--- config.mk ---
export PLATFORM = sky130hd
export DESIGN_NAME = nbt_target
export DESIGN_NICKNAME = d
export VERILOG_FILES = /design/src/nbt_pair_buf.v /design/src/nbt_target.v
export VERILOG_INCLUDE_DIRS = /design/src /design/src/src
export SDC_FILE = /design/constraint.sdc
export NUM_CORES = 1
export LEC_CHECK = 0
export BUFFER_PORTS_ARGS = -buffer_cell sky130_fd_sc_hd__buf_2
export CORE_UTILIZATION = 40
export CTS_CLUSTER_DIAMETER = 60
export DETAILED_ROUTE_END_ITERATION = 6
export SYNTH_ARGS = -nofsm -noshare
export SYNTH_HDL_FRONTEND = slang
export SYNTH_SLANG_ARGS = --single-unit
--- constraint.sdc ---
create_clock -name clock_in -period 6 [get_ports clock_in]
set_input_delay 0.3 -clock clock_in [delete_from_list [all_inputs] [get_ports clock_in]]
set_output_delay 0.3 -clock clock_in [all_outputs]
set_load 0.005 [all_outputs]
--- src/nbt_defs.vh ---
`ifndef NBT_DEFS_VH
`define NBT_DEFS_VH

// Start nibbles seen with the frame strobe low
`define NBT_START_READ 4'hd
`define NBT_START_WRITE 4'he

// Only single-byte transfers exist
`define NBT_SIZE_SINGLE 4'h0

// Codes the target drives back
`define NBT_TURNAROUND 4'hf
`define NBT_WAIT_SYNC 4'h5
`define NBT_READY_SYNC 4'h0

// Cycle numbers, counted from the start cycle as cycle 1
`define NBT_CYC_SELECT 5'h02
`define NBT_CYC_ADDR_FIRST 5'h03
`define NBT_CYC_ADDR_LAST 5'h09
`define NBT_CYC_SIZE 5'h0a
`define NBT_CYC_WDATA_LO 5'h0b
`define NBT_CYC_WDATA_HI 5'h0c
`define NBT_CYC_RD_TAR1 5'h0b
`define NBT_CYC_RD_TAR2 5'h0c
`define NBT_CYC_RD_WAIT2 5'h0e
`define NBT_CYC_RD_READY 5'h0f
`define NBT_CYC_RD_DATA_LO 5'h10
`define NBT_CYC_RD_DATA_HI 5'h11
`define NBT_CYC_RD_CLOSE 5'h12
`define NBT_CYC_WR_TAR1 5'h0d
`define NBT_CYC_WR_TAR2 5'h0e
`define NBT_CYC_WR_SYNC 5'h0f
`define NBT_CYC_WR_CLOSE 5'h10

// Width of a buffered write word: address above data
`define NBT_ADDR_W 28
`define NBT_WORD_W 36

`endif

--- src/nbt_pair_buf.v ---
`timescale 1ns/1ps
// Two-entry buffer; both sides valid/ready, outputs straight from flops
module nbt_pair_buf
#(
    parameter WIDTH = 36
)
(
    input wire clock_in, // System clock
    input wire reset_in, // Async reset, active high
    input wire [WIDTH-1:0] in_data_in, // Word offered by the filler
    input wire in_valid_in, // Filler offers a word
    output wire in_ready_out, // Room for a word
    output wire [WIDTH-1:0] out_data_out, // Head word
    output wire out_valid_out, // Head word valid
    input wire out_ready_in // Drainer takes the head word
);

    reg [WIDTH-1:0] head_reg; // Entry seen by the drainer
    reg [WIDTH-1:0] tail_reg; // Second entry, filled only under stall
    reg head_valid_reg; // Head holds a word
    reg tail_valid_reg; // Tail holds a word
    wire push; // Word accepted this cycle
    wire pop; // Word drained this cycle

    // Ready is a flop, so the filler never sees a combinational path
    assign in_ready_out = ~tail_valid_reg;
    assign out_data_out = head_reg;
    assign out_valid_out = head_valid_reg;
    assign push = in_valid_in & ~tail_valid_reg;
    assign pop = head_valid_reg & out_ready_in;

    // Entry bookkeeping
    always @(posedge clock_in or posedge reset_in)
    begin
        if (reset_in)
        begin
            head_reg <= {WIDTH{1'b0}};
            tail_reg <= {WIDTH{1'b0}};
            head_valid_reg <= 1'b0;
            tail_valid_reg <= 1'b0;
        end
        else if (!head_valid_reg)
        begin
            // Empty: a new word goes straight to the head
            if (push)
            begin
                head_reg <= in_data_in;
                head_valid_reg <= 1'b1;
            end
        end
        else if (tail_valid_reg)
        begin
            // Full: only a drain moves things, no push possible
            if (pop)
            begin
                head_reg <= tail_reg;
                tail_valid_reg <= 1'b0;
            end
        end
        else if (pop && push)
        begin
            // One in, one out
            head_reg <= in_data_in;
        end
        else if (pop)
        begin
            head_valid_reg <= 1'b0;
        end
        else if (push)
        begin
            // Drainer stalled: park the word
            tail_reg <= in_data_in;
            tail_valid_reg <= 1'b1;
        end
    end

endmodule // nbt_pair_buf

--- src/nbt_target.v ---
// Behaviour
// - Frame low with 1101b starts read
// - Frame low with 1110b starts write
// - Cycle two nibble compared with strap pins
// - Seven address nibbles, most significant first
// - Cycle ten size nibble must be 0000b
// - Target takes lines cycle 12/14
// - Read drives 0101b in cycles 13-14
// - Read drives 0000b in cycle 15
// - Read data low nibble then high
// - Read: 1111b cycle 18, float 19
// - Write data cycles 11-12, low first
// - Write drives 0000b sync cycle 15, later after 0101b waits if buffer full
// - Write: 1111b cycle 16, float 17
// - Frame low mid-transfer aborts, floats lines
// - Idle with frame high keeps lines floating
// - Either reset pin low floats, abandons
`timescale 1ns/1ps
`include "nbt_defs.vh"

module nbt_target
(
    input wire clock_in, // Bus clock, 50 MHz
    input wire reset_in, // Async reset, active high
    input wire interface_reset_n_in, // Interface reset pin, active low
    input wire cpu_reset_n_in, // CPU reset pin, active low
    input wire frame_strobe_n_in, // Frame strobe, active low
    input wire [3:0] bus_nibble_lines_in, // Nibble lines as seen on the wire
    output reg [3:0] bus_nibble_lines_out, // Nibble the target drives
    output reg bus_nibble_lines_oe_n_out, // Low while the target drives
    input wire [3:0] strap_id_pins_in, // Strapped identity of this target
    output reg read_strobe_out, // One-cycle read request
    output reg [27:0] read_addr_out, // Address of that read
    input wire [7:0] read_data_in, // Read byte, valid 4 cycles after strobe
    output wire write_valid_out, // Buffered write word valid
    output wire [27:0] write_addr_out, // Address of head write
    output wire [7:0] write_data_out, // Byte of head write
    input wire write_ready_in, // Consumer takes the head write
    output reg busy_out // A transaction is under way
);

    // Transaction phases
    localparam ST_IDLE = 2'b00;
    localparam ST_READ = 2'b01;
    localparam ST_WRITE = 2'b10;

    reg [1:0] state_reg; // Current phase
    reg [4:0] cyc_reg; // Number of the cycle sampled at the next edge
    reg selected_reg; // Chip select matched
    reg size_ok_reg; // Size nibble was single-byte
    reg [27:0] addr_reg; // Address being assembled
    reg [7:0] wdata_reg; // Write byte being assembled
    reg [7:0] rdata_reg; // Read byte held for the high nibble
    wire in_reset; // Either reset pin asserted
    wire is_start; // Valid start nibble under frame low
    wire active; // Addressed and legal, so may drive
    wire buf_ready; // Room in the write buffer
    wire buf_push; // Write word handed to the buffer
    wire [35:0] buf_out; // Head word of the buffer

    assign in_reset = ~interface_reset_n_in | ~cpu_reset_n_in;
    assign is_start = ~frame_strobe_n_in &
        ((bus_nibble_lines_in == `NBT_START_READ) |
        (bus_nibble_lines_in == `NBT_START_WRITE));
    assign active = selected_reg & size_ok_reg;
    // Push only once the sync is due and room exists
    assign buf_push = (state_reg == ST_WRITE) && (cyc_reg == `NBT_CYC_WR_TAR2) &&
        active && buf_ready && frame_strobe_n_in && !in_reset;
    assign write_addr_out = buf_out[35:8];
    assign write_data_out = buf_out[7:0];

    // Write words wait here so a stalled consumer loses nothing
    nbt_pair_buf
    #(
        .WIDTH(`NBT_WORD_W)
    )
    u_write_buf
    (
        .clock_in(clock_in),
        .reset_in(reset_in),
        .in_data_in({addr_reg, wdata_reg}),
        .in_valid_in(buf_push),
        .in_ready_out(buf_ready),
        .out_data_out(buf_out),
        .out_valid_out(write_valid_out),
        .out_ready_in(write_ready_in)
    );

    // Cycle sequencer; outputs are set one edge ahead of their cycle
    always @(posedge clock_in or posedge reset_in)
    begin
        if (reset_in)
        begin
            state_reg <= ST_IDLE;
            cyc_reg <= 5'h00;
            selected_reg <= 1'b0;
            size_ok_reg <= 1'b0;
            addr_reg <= 28'h0000000;
            wdata_reg <= 8'h00;
            rdata_reg <= 8'h00;
            bus_nibble_lines_out <= 4'hf;
            bus_nibble_lines_oe_n_out <= 1'b1;
            read_strobe_out <= 1'b0;
            read_addr_out <= 28'h0000000;
            busy_out <= 1'b0;
        end
        else
        begin
            read_strobe_out <= 1'b0;
            if (in_reset)
            begin
                // Reset pins hold everything released
                state_reg <= ST_IDLE;
                busy_out <= 1'b0;
                bus_nibble_lines_oe_n_out <= 1'b1;
                bus_nibble_lines_out <= 4'hf;
            end
            else if (is_start && (state_reg == ST_IDLE || !frame_strobe_n_in))
            begin
                // A start, fresh or cutting off an older transaction
                if (bus_nibble_lines_in == `NBT_START_READ)
                    state_reg <= ST_READ;
                else
                    state_reg <= ST_WRITE;
                cyc_reg <= `NBT_CYC_SELECT;
                selected_reg <= 1'b0;
                size_ok_reg <= 1'b0;
                busy_out <= 1'b1;
                bus_nibble_lines_oe_n_out <= 1'b1;
                bus_nibble_lines_out <= 4'hf;
            end
            else if (state_reg == ST_IDLE || !frame_strobe_n_in)
            begin
                // Idle, abort, or an unknown start: stay off the wire
                state_reg <= ST_IDLE;
                busy_out <= 1'b0;
                bus_nibble_lines_oe_n_out <= 1'b1;
                bus_nibble_lines_out <= 4'hf;
            end
            else
            begin
                // Default: step to the next cycle
                cyc_reg <= cyc_reg + 5'h01;
                // Header sampling shared by both directions
                if (cyc_reg == `NBT_CYC_SELECT)
                    selected_reg <= (bus_nibble_lines_in == strap_id_pins_in);
                if (cyc_reg >= `NBT_CYC_ADDR_FIRST && cyc_reg <= `NBT_CYC_ADDR_LAST)
                    addr_reg <= {addr_reg[23:0], bus_nibble_lines_in};
                if (cyc_reg == `NBT_CYC_SIZE)
                    size_ok_reg <= (bus_nibble_lines_in == `NBT_SIZE_SINGLE);
                case (state_reg)
                    ST_READ:
                    begin
                        // Request the byte as soon as the header is complete
                        if (cyc_reg == `NBT_CYC_SIZE && selected_reg &&
                            bus_nibble_lines_in == `NBT_SIZE_SINGLE)
                        begin
                            read_strobe_out <= 1'b1;
                            read_addr_out <= addr_reg;
                        end
                        if (cyc_reg == `NBT_CYC_RD_TAR1)
                        begin
                            // Host drives 1111b now; we take over next cycle
                            bus_nibble_lines_out <= `NBT_TURNAROUND;
                            bus_nibble_lines_oe_n_out <= ~active;
                        end
                        else if (cyc_reg >= `NBT_CYC_RD_TAR2 && cyc_reg < `NBT_CYC_RD_WAIT2)
                            bus_nibble_lines_out <= `NBT_WAIT_SYNC;
                        else if (cyc_reg == `NBT_CYC_RD_WAIT2)
                            bus_nibble_lines_out <= `NBT_READY_SYNC;
                        else if (cyc_reg == `NBT_CYC_RD_READY)
                        begin
                            // Byte captured here and held for its high half
                            rdata_reg <= read_data_in;
                            bus_nibble_lines_out <= read_data_in[3:0];
                        end
                        else if (cyc_reg == `NBT_CYC_RD_DATA_LO)
                            bus_nibble_lines_out <= rdata_reg[7:4];
                        else if (cyc_reg == `NBT_CYC_RD_DATA_HI)
                            bus_nibble_lines_out <= `NBT_TURNAROUND;
                        else if (cyc_reg == `NBT_CYC_RD_CLOSE)
                        begin
                            // Release the wire for the host
                            bus_nibble_lines_oe_n_out <= 1'b1;
                            state_reg <= ST_IDLE;
                            busy_out <= 1'b0;
                        end
                    end
                    ST_WRITE:
                    begin
                        if (cyc_reg == `NBT_CYC_WDATA_LO)
                            wdata_reg[3:0] <= bus_nibble_lines_in;
                        else if (cyc_reg == `NBT_CYC_WDATA_HI)
                            wdata_reg[7:4] <= bus_nibble_lines_in;
                        else if (cyc_reg == `NBT_CYC_WR_TAR1)
                        begin
                            // Host turnaround now; we take over next cycle
                            bus_nibble_lines_out <= `NBT_TURNAROUND;
                            bus_nibble_lines_oe_n_out <= ~active;
                        end
                        else if (cyc_reg == `NBT_CYC_WR_TAR2)
                        begin
                            // A full buffer stretches the sync with wait codes
                            if (buf_ready || !active)
                                bus_nibble_lines_out <= `NBT_READY_SYNC;
                            else
                            begin
                                bus_nibble_lines_out <= `NBT_WAIT_SYNC;
                                cyc_reg <= cyc_reg;
                            end
                        end
                        else if (cyc_reg == `NBT_CYC_WR_SYNC)
                            bus_nibble_lines_out <= `NBT_TURNAROUND;
                        else if (cyc_reg == `NBT_CYC_WR_CLOSE)
                        begin
                            bus_nibble_lines_oe_n_out <= 1'b1;
                            state_reg <= ST_IDLE;
                            busy_out <= 1'b0;
                        end
                    end
                    default:
                    begin
                        state_reg <= ST_IDLE;
                        bus_nibble_lines_oe_n_out <= 1'b1;
                    end
                endcase
            end
        end
    end

endmodule // nbt_target

==> results.sh <==
export IMPL_post_cts_resized=0
export IMPL_cap_violations=0
export IMPL_rsz0062_at_grt="no"
export IMPL_numCtsBuffers=17
export IMPL_htree_levels=4
export IMPL_fmax_mhz=340
export IMPL_powerDensity_mw_per_mm2=278
export IMPL_layout_min_cycle_time_ns=2.95
export IMPL_syn_nets=528
export IMPL_finClkSkew_ns=0.0133
export IMPL_chipWidth_um=137
export IMPL_power_total_uw=2350
export IMPL_maxSlewViolCount=0
export IMPL_hold_viol=0
export IMPL_dp_slack_ns=3.09
export IMPL_drc=0
export IMPL_p_clk_frac=0.473
export IMPL_critical_path_depth=6
export IMPL_worstSkewPairLatency_ns=0.42
export IMPL_arrival_ns=3.24
export IMPL_via_per_inst=5.20
export IMPL_antenna_left=0
export IMPL_rr_worst_depth=6
export IMPL_seqPwrFrac=0.469
export IMPL_cpPeakStageDelay_ns=0.83
export IMPL_drt_first_pass_iters=4
export IMPL_numPortBuffers=93
export IMPL_initialDrtViolationCount=187
export IMPL_ys_flop_type="dfrtp_1"
export IMPL_route_vias_total=4303
export IMPL_critPathSlowestCell="nor2_4"
export IMPL_finalSetupViolations=0
export IMPL_p_switching_uw=568
export IMPL_io_pins=94
export IMPL_period_share=0.491
export IMPL_hold_buffers=0
export IMPL_synthesis_area_mm2=0.00724
export IMPL_cts_tree="yes"
export IMPL_nNetsFinal=619
export IMPL_ir_worst_vdd_uv=196
export IMPL_layout_setup_ws_ns=3.05
export IMPL_gp_congestion=0.856
export IMPL_fillCellCount=1555
export IMPL_worst_pin_slew_ns=1.05
export IMPL_root_buffer="clkbuf_16"
export IMPL_relSlewSlack=0.295
export IMPL_wl_um=15100
export IMPL_clk_pin_slew_ns=0.07
export IMPL_clk_path_buf_depth=2
export IMPL_antennaDiodeCount=0
export IMPL_syn_instance_count=498
export IMPL_synth_cell_types=56
export IMPL_start_kind="flop"
export IMPL_start_util=0.414
export IMPL_final_common_cell="mux2_2"
export IMPL_criticalPathCategory="reg -> reg"
export IMPL_path_cells="inv_1 > ha_1 > and4b_1 > nand2_1 > nor2_4 > mux2_2"
export IMPL_grt_max_degree=115
export IMPL_crit_required_ns=6.30
export IMPL_rows=48
export IMPL_avgSynthCellArea_um2=14.5
export IMPL_intPower_uw=1780
export IMPL_synth_edf_count=0
export IMPL_cp_end_kind="flop"
export IMPL_die_y_um=137
export IMPL_cts_sinks=158
export IMPL_drive_gt1_frac=0.547
export IMPL_grt_overflow_total=0
export IMPL_grt_total_usage=0.174
export IMPL_die_area_mm2=0.0186
export IMPL_critPathBufInv=1
export IMPL_hpwl_um=9620
export IMPL_ys_ff_latch=158
export IMPL_p_leak_uw=0.00445
export IMPL_critical_path_top_delay_family="simple AND/OR/NAND/NOR gates"
export IMPL_p_comb_frac=0.058
export IMPL_area_growth_pct=16.8
export IMPL_wl_per_cell_um=18.3
export IMPL_min_path_type="in -> reg"
export IMPL_startpoint="state_reg[0]$_DFFE_PP0P_"
export IMPL_grt_pass1_vias=4525
export IMPL_status="complete, no violations"
export IMPL_synth_seq_area_share=0.547
export IMPL_fin_setup_tns_ns=0
export IMPL_critPathMaxFanout=29
export IMPL_reg2reg_setup_slack_ns=3.05
export IMPL_synth_warnings=0
export IMPL_whs_path_depth=2
export IMPL_crit_end="read_addr_out[8]$_DFFE_PP0P_"
export IMPL_grt_pass1_wl_um=24800
export IMPL_async_flop_share=1.00
export IMPL_switching_share=0.242
export IMPL_antenna_found_initial=0
export IMPL_rr_endpoint="read_addr_out[8]$_DFFE_PP0P_"
export IMPL_core_mm2=0.0175
export IMPL_postCtsSetupBuffers=0
export IMPL_r2r_start="state_reg[0]$_DFFE_PP0P_"
export IMPL_layout_common_cells="155 x mux2_2, 153 x dfrtp_1, 93 x buf_2"
==> worst reg2reg max path: stages, from the launching register on <==
cell     delay, ns
dfrtp_1       0.37
inv_1         0.08
ha_1          0.20
and4b_1       0.65
nand2_1       0.26
nor2_4        0.83
mux2_2        0.45
==> Yosys cell counts (2+ instances only) <==
library cell,instances,area share
nand4_1,5,0.0043
nand2b_1,6,0.0052
dfstp_2,5,0.018
nor3b_1,3,0.0031
xnor2_1,6,0.0073
a21o_1,3,0.0031
nor3_1,3,0.0021
mux2_4,29,0.060
nor4b_1,2,0.0024
clkbuf_1,7,0.0036
dfrtp_1,153,0.53
buf_4,2,0.0021
and3_1,2,0.0017
buf_2,6,0.0041
nand3b_1,2,0.0021
buf_6,6,0.0093
o221ai_1,2,0.0024
nor2_1,12,0.0062
o21ai_0,3,0.0021
buf_12,3,0.0083
o22ai_1,2,0.0017
nand2_1,14,0.0073
nand3_1,5,0.0035
mux2_2,155,0.24
inv_1,12,0.0062
ha_1,8,0.014
o31ai_1,5,0.0052
a21oi_1,9,0.0062
==> worst min-delay path by stage <==
stage | from | to | slack [ns]
after floorplan | bus_nibble_lines_in[2] | wdata_reg[2]$_DFFE_PP0P_ | 0.45
after global placement | u_write_buf.out_data_out[27]$_DFFE_PP0P_ | u_write_buf.out_data_out[27]$_DFFE_PP0P_ | 0.48
after detailed placement | u_write_buf.out_data_out[22]$_DFFE_PP0P_ | u_write_buf.out_data_out[22]$_DFFE_PP0P_ | 0.49
after CTS | read_data_in[7] | rdata_reg[7]$_DFFE_PP0P_ | 0.09
after global routing | read_data_in[6] | rdata_reg[6]$_DFFE_PP0P_ | 0.11
final | read_data_in[7] | rdata_reg[7]$_DFFE_PP0P_ | 0.11
==> power groups by stage <==
| stage | Clock (µW) | Combinational (µW) | Sequential (µW) |
|---|---|---|---|
| 2_1_floorplan | 0 | 103 | 1110 |
| 3_3_place_gp | 0 | 138 | 1120 |
| 3_5_place_dp | 0 | 138 | 1120 |
| 4_1_cts | 1140 | 139 | 1100 |
| 5_1_grt | 1190 | 154 | 1100 |
| 6_report | 1110 | 137 | 1100 |
==> final cells by class <==
type	instances	area, µm²	share of cell area
Clock buffer	20	467	0.0552
Tap cell	225	282	0.0333
Inverter	12	50.0	0.00592
Sequential cell	158	3960	0.468
Timing Repair Buffer	96	488	0.0577
Clock inverter	12	150	0.0178
Multi-Input combinational cell	304	3060	0.362
==> logic make-up (layout without fill, tap and decap cells) <==
| logic type | Yosys count | in the layout | share of synthesized area |
|---|---|---|---|
| compound gates | 37 | 37 | 0.0372 |
| mux | 185 | 185 | 0.303 |
| simple gates | 67 | 67 | 0.0572 |
| fa+ha+maj | 8 | 8 | 0.0138 |
| flops | 158 | 158 | 0.547 |
| xor+xnor | 7 | 7 | 0.00847 |
| buf+inv | 36 | 140 | 0.0337 |
==> per-layer routing <==
metal | track usage | vias to the layer above | wire length (µm)
li1 | - | 1975 | -
met1 | 0.239 | 2243 | 7380
met2 | 0.276 | 78 | 7100
met3 | 0.0407 | 7 | 524
met4 | 0.0463 | 0 | 98
met5 | 0 | - | 0
==> stage by stage <==
step / instance area [µm²] / instances / hold WS [ns] / util
after floorplan: 7240 / 498 / 0.451 / -
after global placement: 7840 / 795 / 0.484 / 0.449
after detailed placement: 7840 / 795 / 0.488 / 0.449
after CTS: 8460 / 827 / 0.0934 / 0.484
after global routing: 8460 / 827 / 0.108 / 0.484
final: 8460 / 827 / 0.113 / 0.484
Note: power is estimated with default switching activity, not from simulation.
